==> src/async_tx_defines.svh <==
// register map, field positions, reset values and timing counts of the serial transmitter
// ****************************************************************
// Functional notes
// - frame is start bit at space, eight or nine data bits, then stop
// - idle line rests at mark; equal bits hold the level between them
// - data bits leave least significant bit first
// - each bit lasts one baud period from an 8-bit rate generator
// - transmitter has its own format and rate; no hardware parity bit
// - sending needs transmit enable one, sync mode zero, port enable one
// - port enable makes the transmit pin a driven serial output
// - port enable forces receive pin to input, still readable, latch not driven
// - setting transmit enable sets the buffer empty flag
// - buffer write starts sending; idle shifter takes the character at once
// - busy shifter: character waits, moves within one cycle after stop ends
// - shifting starts right after a load, no gap between characters
// - empty flag set when enabled and buffer holds nothing
// - empty flag settles by the second cycle after a buffer write
// - empty flag is read only; writes neither set nor clear it
// - flag ignores its enable; request needs flag and all three enables
// - read-only shift empty bit clears on load, sets when all bits out
// - nine-bit mode sends the held ninth bit as most significant data bit
// - software writes ninth bit first; buffer write moves all nine bits
// - set ninth bit marks the low byte as an address
// - clearing port enable returns the unit state and flags to reset
// ****************************************************************
`ifndef ASYNC_TX_DEFINES_SVH
`define ASYNC_TX_DEFINES_SVH

// ****************************************************************
// byte addresses on the register bus
// ****************************************************************
`define ADR_TX_STATUS_CONTROL 8'h00
`define ADR_RX_STATUS_CONTROL 8'h04
`define ADR_BAUD_DIVISOR 8'h08
`define ADR_TX_DATA_BUFFER 8'h0C
`define ADR_PERIPH_INT_FLAGS 8'h10
`define ADR_PERIPH_INT_ENABLES 8'h14
`define ADR_INT_CONTROL 8'h18
`define ADR_PIN_CONTROL 8'h1C

// ****************************************************************
// field positions
// ****************************************************************
`define TX_STATUS_CONTROL_CSRC 7
`define TX_STATUS_CONTROL_NINE_SEL 6
`define TX_STATUS_CONTROL_TRANSMIT_ENABLE_BIT 5
`define TX_STATUS_CONTROL_SYNC 4
`define TX_STATUS_CONTROL_HIGH_BAUD_SELECT 2
`define TX_STATUS_CONTROL_SHIFT_EMPTY_STATUS 1
`define TX_STATUS_CONTROL_NINTH 0
`define RX_STATUS_CONTROL_SERIAL_PORT_ENABLE 7
`define RX_STATUS_CONTROL_CTL_LSB 3
`define PIR_TX_BUFFER_EMPTY_FLAG 4
`define PIE_TX_BUFFER_INT_ENABLE 4
`define INTC_GIE 7
`define INTC_PERIPHERAL_INT_ENABLE 6
`define PIN_TX_DIR 0
`define PIN_RX_DIR 1
`define PIN_TX_LATCH 2
`define PIN_RX_LATCH 3
`define PIN_TX_LEVEL 4
`define PIN_RX_LEVEL 5

// ****************************************************************
// reset values
// ****************************************************************
`define TX_STATUS_CONTROL_RESET 8'h02
`define RX_STATUS_CONTROL_CTL_RESET 5'h00
`define BAUD_DIVISOR_RESET 8'h00
`define TX_DATA_RESET 8'h00
`define PIE_RESET 8'h00
`define INTC_RESET 2'h0
`define PIN_DIR_RESET 2'h3
`define PIN_LATCH_RESET 2'h0

// ****************************************************************
// timing
// ****************************************************************
`define BAUD_PRESCALE_LOW 64
`define BAUD_PRESCALE_HIGH 16
`define FRAME_BITS_8 4'hA
`define FRAME_BITS_9 4'hB

`endif

==> src/async_tx_pkg.sv <==
// types shared by the serial transmitter
package async_tx_pkg;

  typedef enum logic {TX_IDLE, TX_SHIFT} tx_phase_t;

  typedef struct packed {
    logic [7:0] adr;
    logic we;
    logic sel0;
    logic [7:0] dat;
  } bus_req_t;

  typedef struct packed {
    // configuration
    logic csrc;
    logic nine_sel;
    logic transmit_enable_bit;
    logic sync;
    logic high_baud_select;
    logic ninth;
    logic [4:0] rx_status_control_ctl;
    logic [7:0] divisor;
    logic [7:0] int_en;
    logic global_int_enable;
    logic peripheral_int_enable;
    logic [1:0] pin_dir;
    logic [1:0] pin_latch;
    // transmit engine
    tx_phase_t phase;
    logic [7:0] buf_data;
    logic buf_ninth;
    logic buf_full;
    logic [10:0] shifter;
    logic [3:0] bits_left;
    logic [5:0] pre_cnt;
    logic [7:0] baud_cnt;
    logic tx_buffer_empty_flag;
    logic shift_empty_status;
    logic irq;
    // pins
    logic tx_out;
    logic tx_oe;
    logic rx_out;
    logic rx_oe;
    // bus answer
    logic ack;
    logic [7:0] rdata;
  } tx_state_t;

endpackage

==> src/async_serial_transmitter.sv <==
// asynchronous serial transmitter with wishbone register access
//
// The placing of the registers and the Wishbone register port were decided locally.
`timescale 1ns/10ps
`default_nettype none
`include "async_tx_defines.svh"

module async_serial_transmitter
  import async_tx_pkg::*;
(
  // clock and reset
  input wire logic clk_in,
  input wire logic rstn_in,
  // wishbone slave
  input wire logic wb_cyc_in,
  input wire logic wb_stb_in,
  input wire logic wb_we_in,
  input wire logic [7:0] wb_adr_in,
  input wire logic [31:0] wb_dat_in,
  input wire logic [3:0] wb_sel_in,
  output logic [31:0] wb_dat_out,
  output logic wb_ack_out,
  // transmit pin
  input wire logic tx_pin_in,
  output logic tx_pin_out,
  output logic tx_pin_oe_out,
  // receive pin
  input wire logic rx_pin_in,
  output logic rx_pin_out,
  output logic rx_pin_oe_out,
  // interrupt request
  output logic tx_int_req_out
);

  // ****************************************************************
  // helpers
  // ****************************************************************
  function automatic logic [7:0] read_mux(input tx_state_t s, input logic [7:0] adr,
                                          input logic tx_lvl, input logic rx_lvl);
    logic [7:0] r;
    r = 8'h00;
    unique case (adr)
      `ADR_TX_STATUS_CONTROL:
      begin
        r[`TX_STATUS_CONTROL_CSRC] = s.csrc;
        r[`TX_STATUS_CONTROL_NINE_SEL] = s.nine_sel;
        r[`TX_STATUS_CONTROL_TRANSMIT_ENABLE_BIT] = s.transmit_enable_bit;
        r[`TX_STATUS_CONTROL_SYNC] = s.sync;
        r[`TX_STATUS_CONTROL_HIGH_BAUD_SELECT] = s.high_baud_select;
        r[`TX_STATUS_CONTROL_SHIFT_EMPTY_STATUS] = s.shift_empty_status;
        r[`TX_STATUS_CONTROL_NINTH] = s.ninth;
      end
      `ADR_RX_STATUS_CONTROL: r[7:`RX_STATUS_CONTROL_CTL_LSB] = s.rx_status_control_ctl;
      `ADR_BAUD_DIVISOR: r = s.divisor;
      `ADR_PERIPH_INT_FLAGS: r[`PIR_TX_BUFFER_EMPTY_FLAG] = s.tx_buffer_empty_flag;
      `ADR_PERIPH_INT_ENABLES: r = s.int_en;
      `ADR_INT_CONTROL:
      begin
        r[`INTC_GIE] = s.global_int_enable;
        r[`INTC_PERIPHERAL_INT_ENABLE] = s.peripheral_int_enable;
      end
      `ADR_PIN_CONTROL:
      begin
        r[`PIN_TX_DIR] = s.pin_dir[0];
        r[`PIN_RX_DIR] = s.pin_dir[1];
        r[`PIN_TX_LATCH] = s.pin_latch[0];
        r[`PIN_RX_LATCH] = s.pin_latch[1];
        r[`PIN_TX_LEVEL] = tx_lvl;
        r[`PIN_RX_LEVEL] = rx_lvl;
      end
      default: r = 8'h00;
    endcase
    return r;
  endfunction

  function automatic tx_state_t engine_reset(input tx_state_t s);
    tx_state_t t;
    t = s;
    t.phase = TX_IDLE;
    t.buf_full = 1'b0;
    t.shifter = '1;
    t.bits_left = 4'h0;
    t.pre_cnt = 6'h00;
    t.baud_cnt = 8'h00;
    t.shift_empty_status = 1'b1;
    return t;
  endfunction

  // ****************************************************************
  // state
  // ****************************************************************
  tx_state_t state_reg;
  tx_state_t state_next;
  bus_req_t req;
  logic access;
  logic wr;
  logic enabled;
  logic baud_tick;
  logic [5:0] pre_max;

  assign req = '{adr: wb_adr_in, we: wb_we_in, sel0: wb_sel_in[0], dat: wb_dat_in[7:0]};
  // one wait state: ack follows the request by one edge, then drops
  assign access = wb_cyc_in & wb_stb_in & ~state_reg.ack;
  assign wr = access & req.we & req.sel0;
  assign enabled = state_reg.transmit_enable_bit & ~state_reg.sync & state_reg.rx_status_control_ctl[4];
  assign pre_max = state_reg.high_baud_select ? 6'(`BAUD_PRESCALE_HIGH - 1) : 6'(`BAUD_PRESCALE_LOW - 1);
  assign baud_tick = (state_reg.pre_cnt == pre_max) &&
                     (state_reg.baud_cnt == state_reg.divisor);

  // ****************************************************************
  // next state
  // ****************************************************************
  always_comb
  begin
    state_next = state_reg;
    state_next.ack = 1'b0;

    // register access
    if (access)
    begin
      state_next.ack = 1'b1;
      state_next.rdata = req.we ? 8'h00 : read_mux(state_reg, req.adr, tx_pin_in, rx_pin_in);
    end
    if (wr)
    begin
      unique case (req.adr)
        `ADR_TX_STATUS_CONTROL:
        begin
          // shift_empty_status is status only; writes to it are dropped
          state_next.csrc = req.dat[`TX_STATUS_CONTROL_CSRC];
          state_next.nine_sel = req.dat[`TX_STATUS_CONTROL_NINE_SEL];
          state_next.transmit_enable_bit = req.dat[`TX_STATUS_CONTROL_TRANSMIT_ENABLE_BIT];
          state_next.sync = req.dat[`TX_STATUS_CONTROL_SYNC];
          state_next.high_baud_select = req.dat[`TX_STATUS_CONTROL_HIGH_BAUD_SELECT];
          state_next.ninth = req.dat[`TX_STATUS_CONTROL_NINTH];
        end
        `ADR_RX_STATUS_CONTROL: state_next.rx_status_control_ctl = req.dat[7:`RX_STATUS_CONTROL_CTL_LSB];
        `ADR_BAUD_DIVISOR: state_next.divisor = req.dat;
        `ADR_PERIPH_INT_ENABLES: state_next.int_en = req.dat;
        `ADR_INT_CONTROL:
        begin
          state_next.global_int_enable = req.dat[`INTC_GIE];
          state_next.peripheral_int_enable = req.dat[`INTC_PERIPHERAL_INT_ENABLE];
        end
        `ADR_PIN_CONTROL:
        begin
          state_next.pin_dir = {req.dat[`PIN_RX_DIR], req.dat[`PIN_TX_DIR]};
          state_next.pin_latch = {req.dat[`PIN_RX_LATCH], req.dat[`PIN_TX_LATCH]};
        end
        // flag register is read only; the empty flag ignores writes
        default: state_next.tx_buffer_empty_flag = state_reg.tx_buffer_empty_flag;
      endcase
    end

    // transmit engine
    if (!state_reg.rx_status_control_ctl[4])
    begin
      state_next = engine_reset(state_next);
    end
    else if (!enabled)
    begin
      state_next = engine_reset(state_next);
    end
    else
    begin
      unique case (state_reg.phase)
        TX_IDLE:
        begin
          state_next.shifter = '1;
          if (state_reg.buf_full)
          begin
            // no parity stage: the ninth bit goes out as given
            state_next.shifter = {1'b1, state_reg.nine_sel ? state_reg.buf_ninth : 1'b1,
                                  state_reg.buf_data, 1'b0};
            state_next.bits_left = state_reg.nine_sel ? `FRAME_BITS_9 : `FRAME_BITS_8;
            state_next.buf_full = 1'b0;
            state_next.shift_empty_status = 1'b0;
            state_next.pre_cnt = 6'h00;
            state_next.baud_cnt = 8'h00;
            state_next.phase = TX_SHIFT;
          end
        end
        TX_SHIFT:
        begin
          if (state_reg.pre_cnt == pre_max)
          begin
            state_next.pre_cnt = 6'h00;
            state_next.baud_cnt = baud_tick ? 8'h00 : state_reg.baud_cnt + 8'h01;
          end
          else
          begin
            state_next.pre_cnt = state_reg.pre_cnt + 6'h01;
          end
          if (baud_tick)
          begin
            state_next.shifter = {1'b1, state_reg.shifter[10:1]};
            state_next.bits_left = state_reg.bits_left - 4'h1;
            if (state_reg.bits_left == 4'h1)
            begin
              // single stop bit done; a queued character starts on this same edge
              state_next.pre_cnt = 6'h00;
              state_next.baud_cnt = 8'h00;
              if (state_reg.buf_full)
              begin
                state_next.shifter = {1'b1, state_reg.nine_sel ? state_reg.buf_ninth : 1'b1,
                                      state_reg.buf_data, 1'b0};
                state_next.bits_left = state_reg.nine_sel ? `FRAME_BITS_9 : `FRAME_BITS_8;
                state_next.buf_full = 1'b0;
              end
              else
              begin
                state_next.phase = TX_IDLE;
                state_next.shift_empty_status = 1'b1;
              end
            end
          end
        end
      endcase
    end

    // buffer write after the engine so a same-edge load never loses the new byte
    if (wr && req.adr == `ADR_TX_DATA_BUFFER && state_reg.rx_status_control_ctl[4])
    begin
      state_next.buf_data = req.dat;
      state_next.buf_ninth = state_reg.ninth;
      state_next.buf_full = enabled;
    end

    // no lag: the flag follows the buffer on the write edge, well inside the settling allowance
    state_next.tx_buffer_empty_flag = enabled & ~state_next.buf_full;
    state_next.irq = state_next.tx_buffer_empty_flag & state_reg.int_en[`PIE_TX_BUFFER_INT_ENABLE] &
                     state_reg.peripheral_int_enable & state_reg.global_int_enable;

    // pins: port enable takes both pins away from the port latch
    if (state_next.rx_status_control_ctl[4])
    begin
      state_next.tx_oe = 1'b1;
      state_next.tx_out = state_next.phase == TX_SHIFT ? state_next.shifter[0] : 1'b1;
      state_next.rx_oe = 1'b0;
      state_next.rx_out = 1'b0;
    end
    else
    begin
      state_next.tx_oe = ~state_next.pin_dir[0];
      state_next.tx_out = state_next.pin_latch[0];
      state_next.rx_oe = ~state_next.pin_dir[1];
      state_next.rx_out = state_next.pin_latch[1];
    end
  end

  // ****************************************************************
  // registers
  // ****************************************************************
  always_ff @(posedge clk_in or negedge rstn_in)
  begin
    if (!rstn_in)
    begin
      state_reg <= '{
        csrc: 1'(`TX_STATUS_CONTROL_RESET >> `TX_STATUS_CONTROL_CSRC),
        nine_sel: 1'b0,
        transmit_enable_bit: 1'b0,
        sync: 1'b0,
        high_baud_select: 1'b0,
        ninth: 1'b0,
        rx_status_control_ctl: `RX_STATUS_CONTROL_CTL_RESET,
        divisor: `BAUD_DIVISOR_RESET,
        int_en: `PIE_RESET,
        global_int_enable: 1'b0,
        peripheral_int_enable: 1'b0,
        pin_dir: `PIN_DIR_RESET,
        pin_latch: `PIN_LATCH_RESET,
        phase: TX_IDLE,
        buf_data: `TX_DATA_RESET,
        buf_ninth: 1'b0,
        buf_full: 1'b0,
        shifter: 11'h7FF,
        bits_left: 4'h0,
        pre_cnt: 6'h00,
        baud_cnt: 8'h00,
        tx_buffer_empty_flag: 1'b0,
        shift_empty_status: 1'b1,
        irq: 1'b0,
        tx_out: 1'b0,
        tx_oe: 1'b0,
        rx_out: 1'b0,
        rx_oe: 1'b0,
        ack: 1'b0,
        rdata: 8'h00
      };
    end
    else
    begin
      state_reg <= state_next;
    end
  end

  assign wb_dat_out = {24'h000000, state_reg.rdata};
  assign wb_ack_out = state_reg.ack;
  assign tx_pin_out = state_reg.tx_out;
  assign tx_pin_oe_out = state_reg.tx_oe;
  assign rx_pin_out = state_reg.rx_out;
  assign rx_pin_oe_out = state_reg.rx_oe;
  assign tx_int_req_out = state_reg.irq;

endmodule // async_serial_transmitter

`default_nettype wire

==> config.mk <==
export PLATFORM = sky130hd
export DESIGN_NAME = async_serial_transmitter
export DESIGN_NICKNAME = d
export VERILOG_FILES = /design/src/async_tx_pkg.sv /design/src/async_serial_transmitter.sv
export VERILOG_INCLUDE_DIRS = /design/src /design/src/src
export SDC_FILE = /design/constraint.sdc
export NUM_CORES = 1
export LEC_CHECK = 0
export BUFFER_PORTS_ARGS = -buffer_cell sky130_fd_sc_hd__buf_4
export CORE_AREA = 2 2 85 108
export DETAILED_ROUTE_END_ITERATION = 7
export DIE_AREA = 0 0 87 110
export PLACE_DENSITY = 0.79
export SYNTH_ARGS = -nofsm -noshare
export SYNTH_HDL_FRONTEND = slang
export SYNTH_SLANG_ARGS = --single-unit
export TNS_END_PERCENT = 100
==> constraint.sdc <==
create_clock -name clk_in -period 2.1 [get_ports clk_in]
set_input_delay 0.21 -clock clk_in [delete_from_list [all_inputs] [get_ports clk_in]]
set_output_delay 0.21 -clock clk_in [all_outputs]
set_load 0.02 [all_outputs]
==> impl_metrics.toml <==
[clocking]
cts-root-buf = "clkbuf_8"
clkSlewWorstSetupHoldPaths_ns = 0.10
numCtsBuffers = 9
cts_tree = "yes"
clockBufferDepth = 2
clk-insertion-delay-late_ns = 0.38
htree_levels = 3
cts_resized = 0
clock_sinks = 89
post_cts_buffers = 0

[global_route]
grt_max_degree = 48
grt_usage_pct = 22.6
grt_first_pass_wirelength_um = 16600
gr-total-overflow = 0
grt_antenna_before_repair = 0
grt_pass1_vias = 3349

[finish]
register_area_um2 = 2240
diodes = 0
largest_reg_flops = 75
nNetsFinal = 512
drive_gt1_share_pct = 35.1
area_growth_pct = 11.2
fin_util_pct = 61.4
multi_input_comb_area_um2 = 2160
fillers = 667

[yosys]
avgSynthCellArea_um2 = 11.5
synth_edf_count = 0
synth_warnings = 0
yosys_most_used_dff = "dfrtp_1"
synth_area_um2 = 4700
async_flop_share_pct = 100
postSynthCellCount = 410
yosysSeqAreaShare_pct = 47.8
synth_cell_types = 67
ys_seq_elements = 89

[floorplanning]
dieArea_um2 = 9570
die_w_um = 87
die_h_um = 110
rows = 38
ios = 89
initial_core_util_pct = 55.2
core_area_um2 = 8510

[hold_path]
hp-class = "in -> reg"

[route]
vias_per_cell = 6.00
maxUsedRoutingLayer = "met4"
dr_wl_met2_um = 5300
drt_iter0_drc = 177
num_vias = 3372
drc = 0
drt_wl_total_um = 10200
routed-wl-met3_um = 422
ant_nets = 0
met1_length_um = 4150
post_drt_wl_per_cell_um = 18.1
drt-pass1-iter-count = 4

[critical_path]
max_stage_delay_ns = 0.48
critPathKind = "reg -> reg"
required_ns = 2.37
crit_path_frequent_cell = "a21o_1"
worst-path-buf-inv = 1
worstPathMaxFanout = 11
path_cells = "xor2_1 > nor4_4 > a31oi_1 > buf_4 > a21o_1 > a21o_1"
cp.arrival_ns = 2.25
crit_family = "compound AO/OA/AOI/OAI gates"
end_kind = "register"
startpoint_type = "register"
crit_slowest_cell = "nor4_4"
r2r_slack_ns = 0.12

[power_and_ir_drop]
peakVddDrop_mv = 0.428
leakage_nw = 2.53
powerDensity_nw_per_um2 = 581

[timing]
setup_viol_count_final = 0
drv_slew = 0
worstMarginPinSlew_ns = 0.561
finalCritPeriodShare_pct = 94.3
max_slew_margin_pct = 62.2
fmax_mhz = 505
finClkSkew_ns = 0.0186
rsz0062_at_grt = "false"
tns_ns = 0
post-route-min-period_ns = 1.98
hold_viol = 0

[job]
maxCapViolations = 0

[placement]
gp_routability_congestion = 0.838
place_hpwl_um = 7590
port_buffers = 37

[outcome]
status = "completed"
[per-stage QoR]
stage	cells	hold slack (ns)	total power [mW]	instance area, um^2	setup slack, ns
2_1_floorplan	433	-0.0856	1.88	4790	0.113
3_3_place_gp	545	0.228	1.94	5030	0.115
3_5_place_dp	545	0.245	1.95	5030	0.0881
4_1_cts	562	0.0372	3.06	5230	0.126
5_1_grt	562	0.0424	3.15	5230	0.0410
6_report	562	0.0495	3.04	5230	0.120
[metal layers]
| metal | global-route usage, % | vias up |
|---|---|---|
| met4 | 10.0 | 0 |
| met5 | 0 | - |
| li1 | - | 1557 |
| met2 | 39.6 | 102 |
| met3 | 5.21 | 26 |
| met1 | 26.0 | 1687 |
[final timing paths]
path / start / depth (start not counted) / end
max: state_reg[73]$_DFFE_PN0P_ / 6 / state_reg[20]$_DFFE_PN0P_
min: wb_we_in / 2 / wb_dat_out[3]$_DFFE_PN0N_
max reg2reg: state_reg[73]$_DFFE_PN0P_ / 6 / state_reg[20]$_DFFE_PN0P_
min reg2reg: state_reg[43]$_DFFE_PN1N_ / 2 / state_reg[43]$_DFFE_PN1N_
max in group asynchronous: rstn_in / 3 / state_reg[14]$_DFFE_PN1P_
min in group asynchronous: rstn_in / 2 / state_reg[47]$_DFFE_PN0N_
[synth_stat cells (all sizes together), types with 7 or more instances]
master  count  area share, %
dfstp      14            7.8
inv        10           0.85
nor4       10            2.6
xor2        8            1.5
a31oi      14            1.9
nor2        9           0.72
nor3       11            1.8
nand2      32            2.9
buf        45            7.1
a21oi       7           0.75
o32a        8            1.7
dfrtp      75             40
o21ai      15            1.6
nand3      10            1.1
mux2       52             12
[timing repair]
action / CTS / global route
hold endpoints to repair: 31 / 0
setup endpoints to repair: 0 / 0
hold buffers: 1 / 0
[power by group]
group / internal, mW / switching, mW / total [mW]
clock: 0.452 / 0.670 / 1.12
combinational: 0.0567 / 0.132 / 0.188
sequential: 1.72 / 0.00482 / 1.73
[placed cells by master, fill, tap and decap left out, types with 3 or more instances in the layout]
cell / instances
nor2_1: 9
nor3_1: 8
a22o_1: 4
nor4_1: 5
mux2_1: 3
nor4_4: 3
nand2_1: 29
a21o_1: 6
buf_4: 59
conb_1: 24
mux2i_1: 3
clkbuf_8: 9
o31ai_1: 3
mux2_2: 49
a22oi_1: 5
a31oi_1: 14
nand4_1: 6
nand2b_1: 6
o32a_1: 8
and3b_1: 3
dfrtp_1: 75
ha_1: 4
a221oi_1: 3
dfstp_2: 14
nand3_1: 10
a21oi_1: 7
o21ai_0: 15
and3_1: 5
inv_1: 8
xor2_1: 8
[area by class of cell]
class	count	area share, %
flip-flops and latches	89	42.9
multi-input cells	286	41.3
repair buffers	61	9.05
well taps	100	2.39
clock buffers	9	2.37
clock inverters	7	1.17
inverters	10	0.766
[kinds of logic (layout without fill, tap and decap cells)]
logic type / after synthesis / in the layout / share of synthesized area, %
AND/OR/NAND/NOR: 107 / 107 / 14.5
flip-flops: 89 / 89 / 47.8
AO/OA/AOI/OAI: 86 / 86 / 13.4
buffers and inverters: 58 / 87 / 8.15
multiplexers: 55 / 55 / 13.1
XOR/XNOR: 10 / 10 / 1.86
adder cells (fa/ha/maj): 4 / 4 / 1.07
other: 1 / 24 / 0.0798
Note: power is estimated with default switching activity, not from simulation.
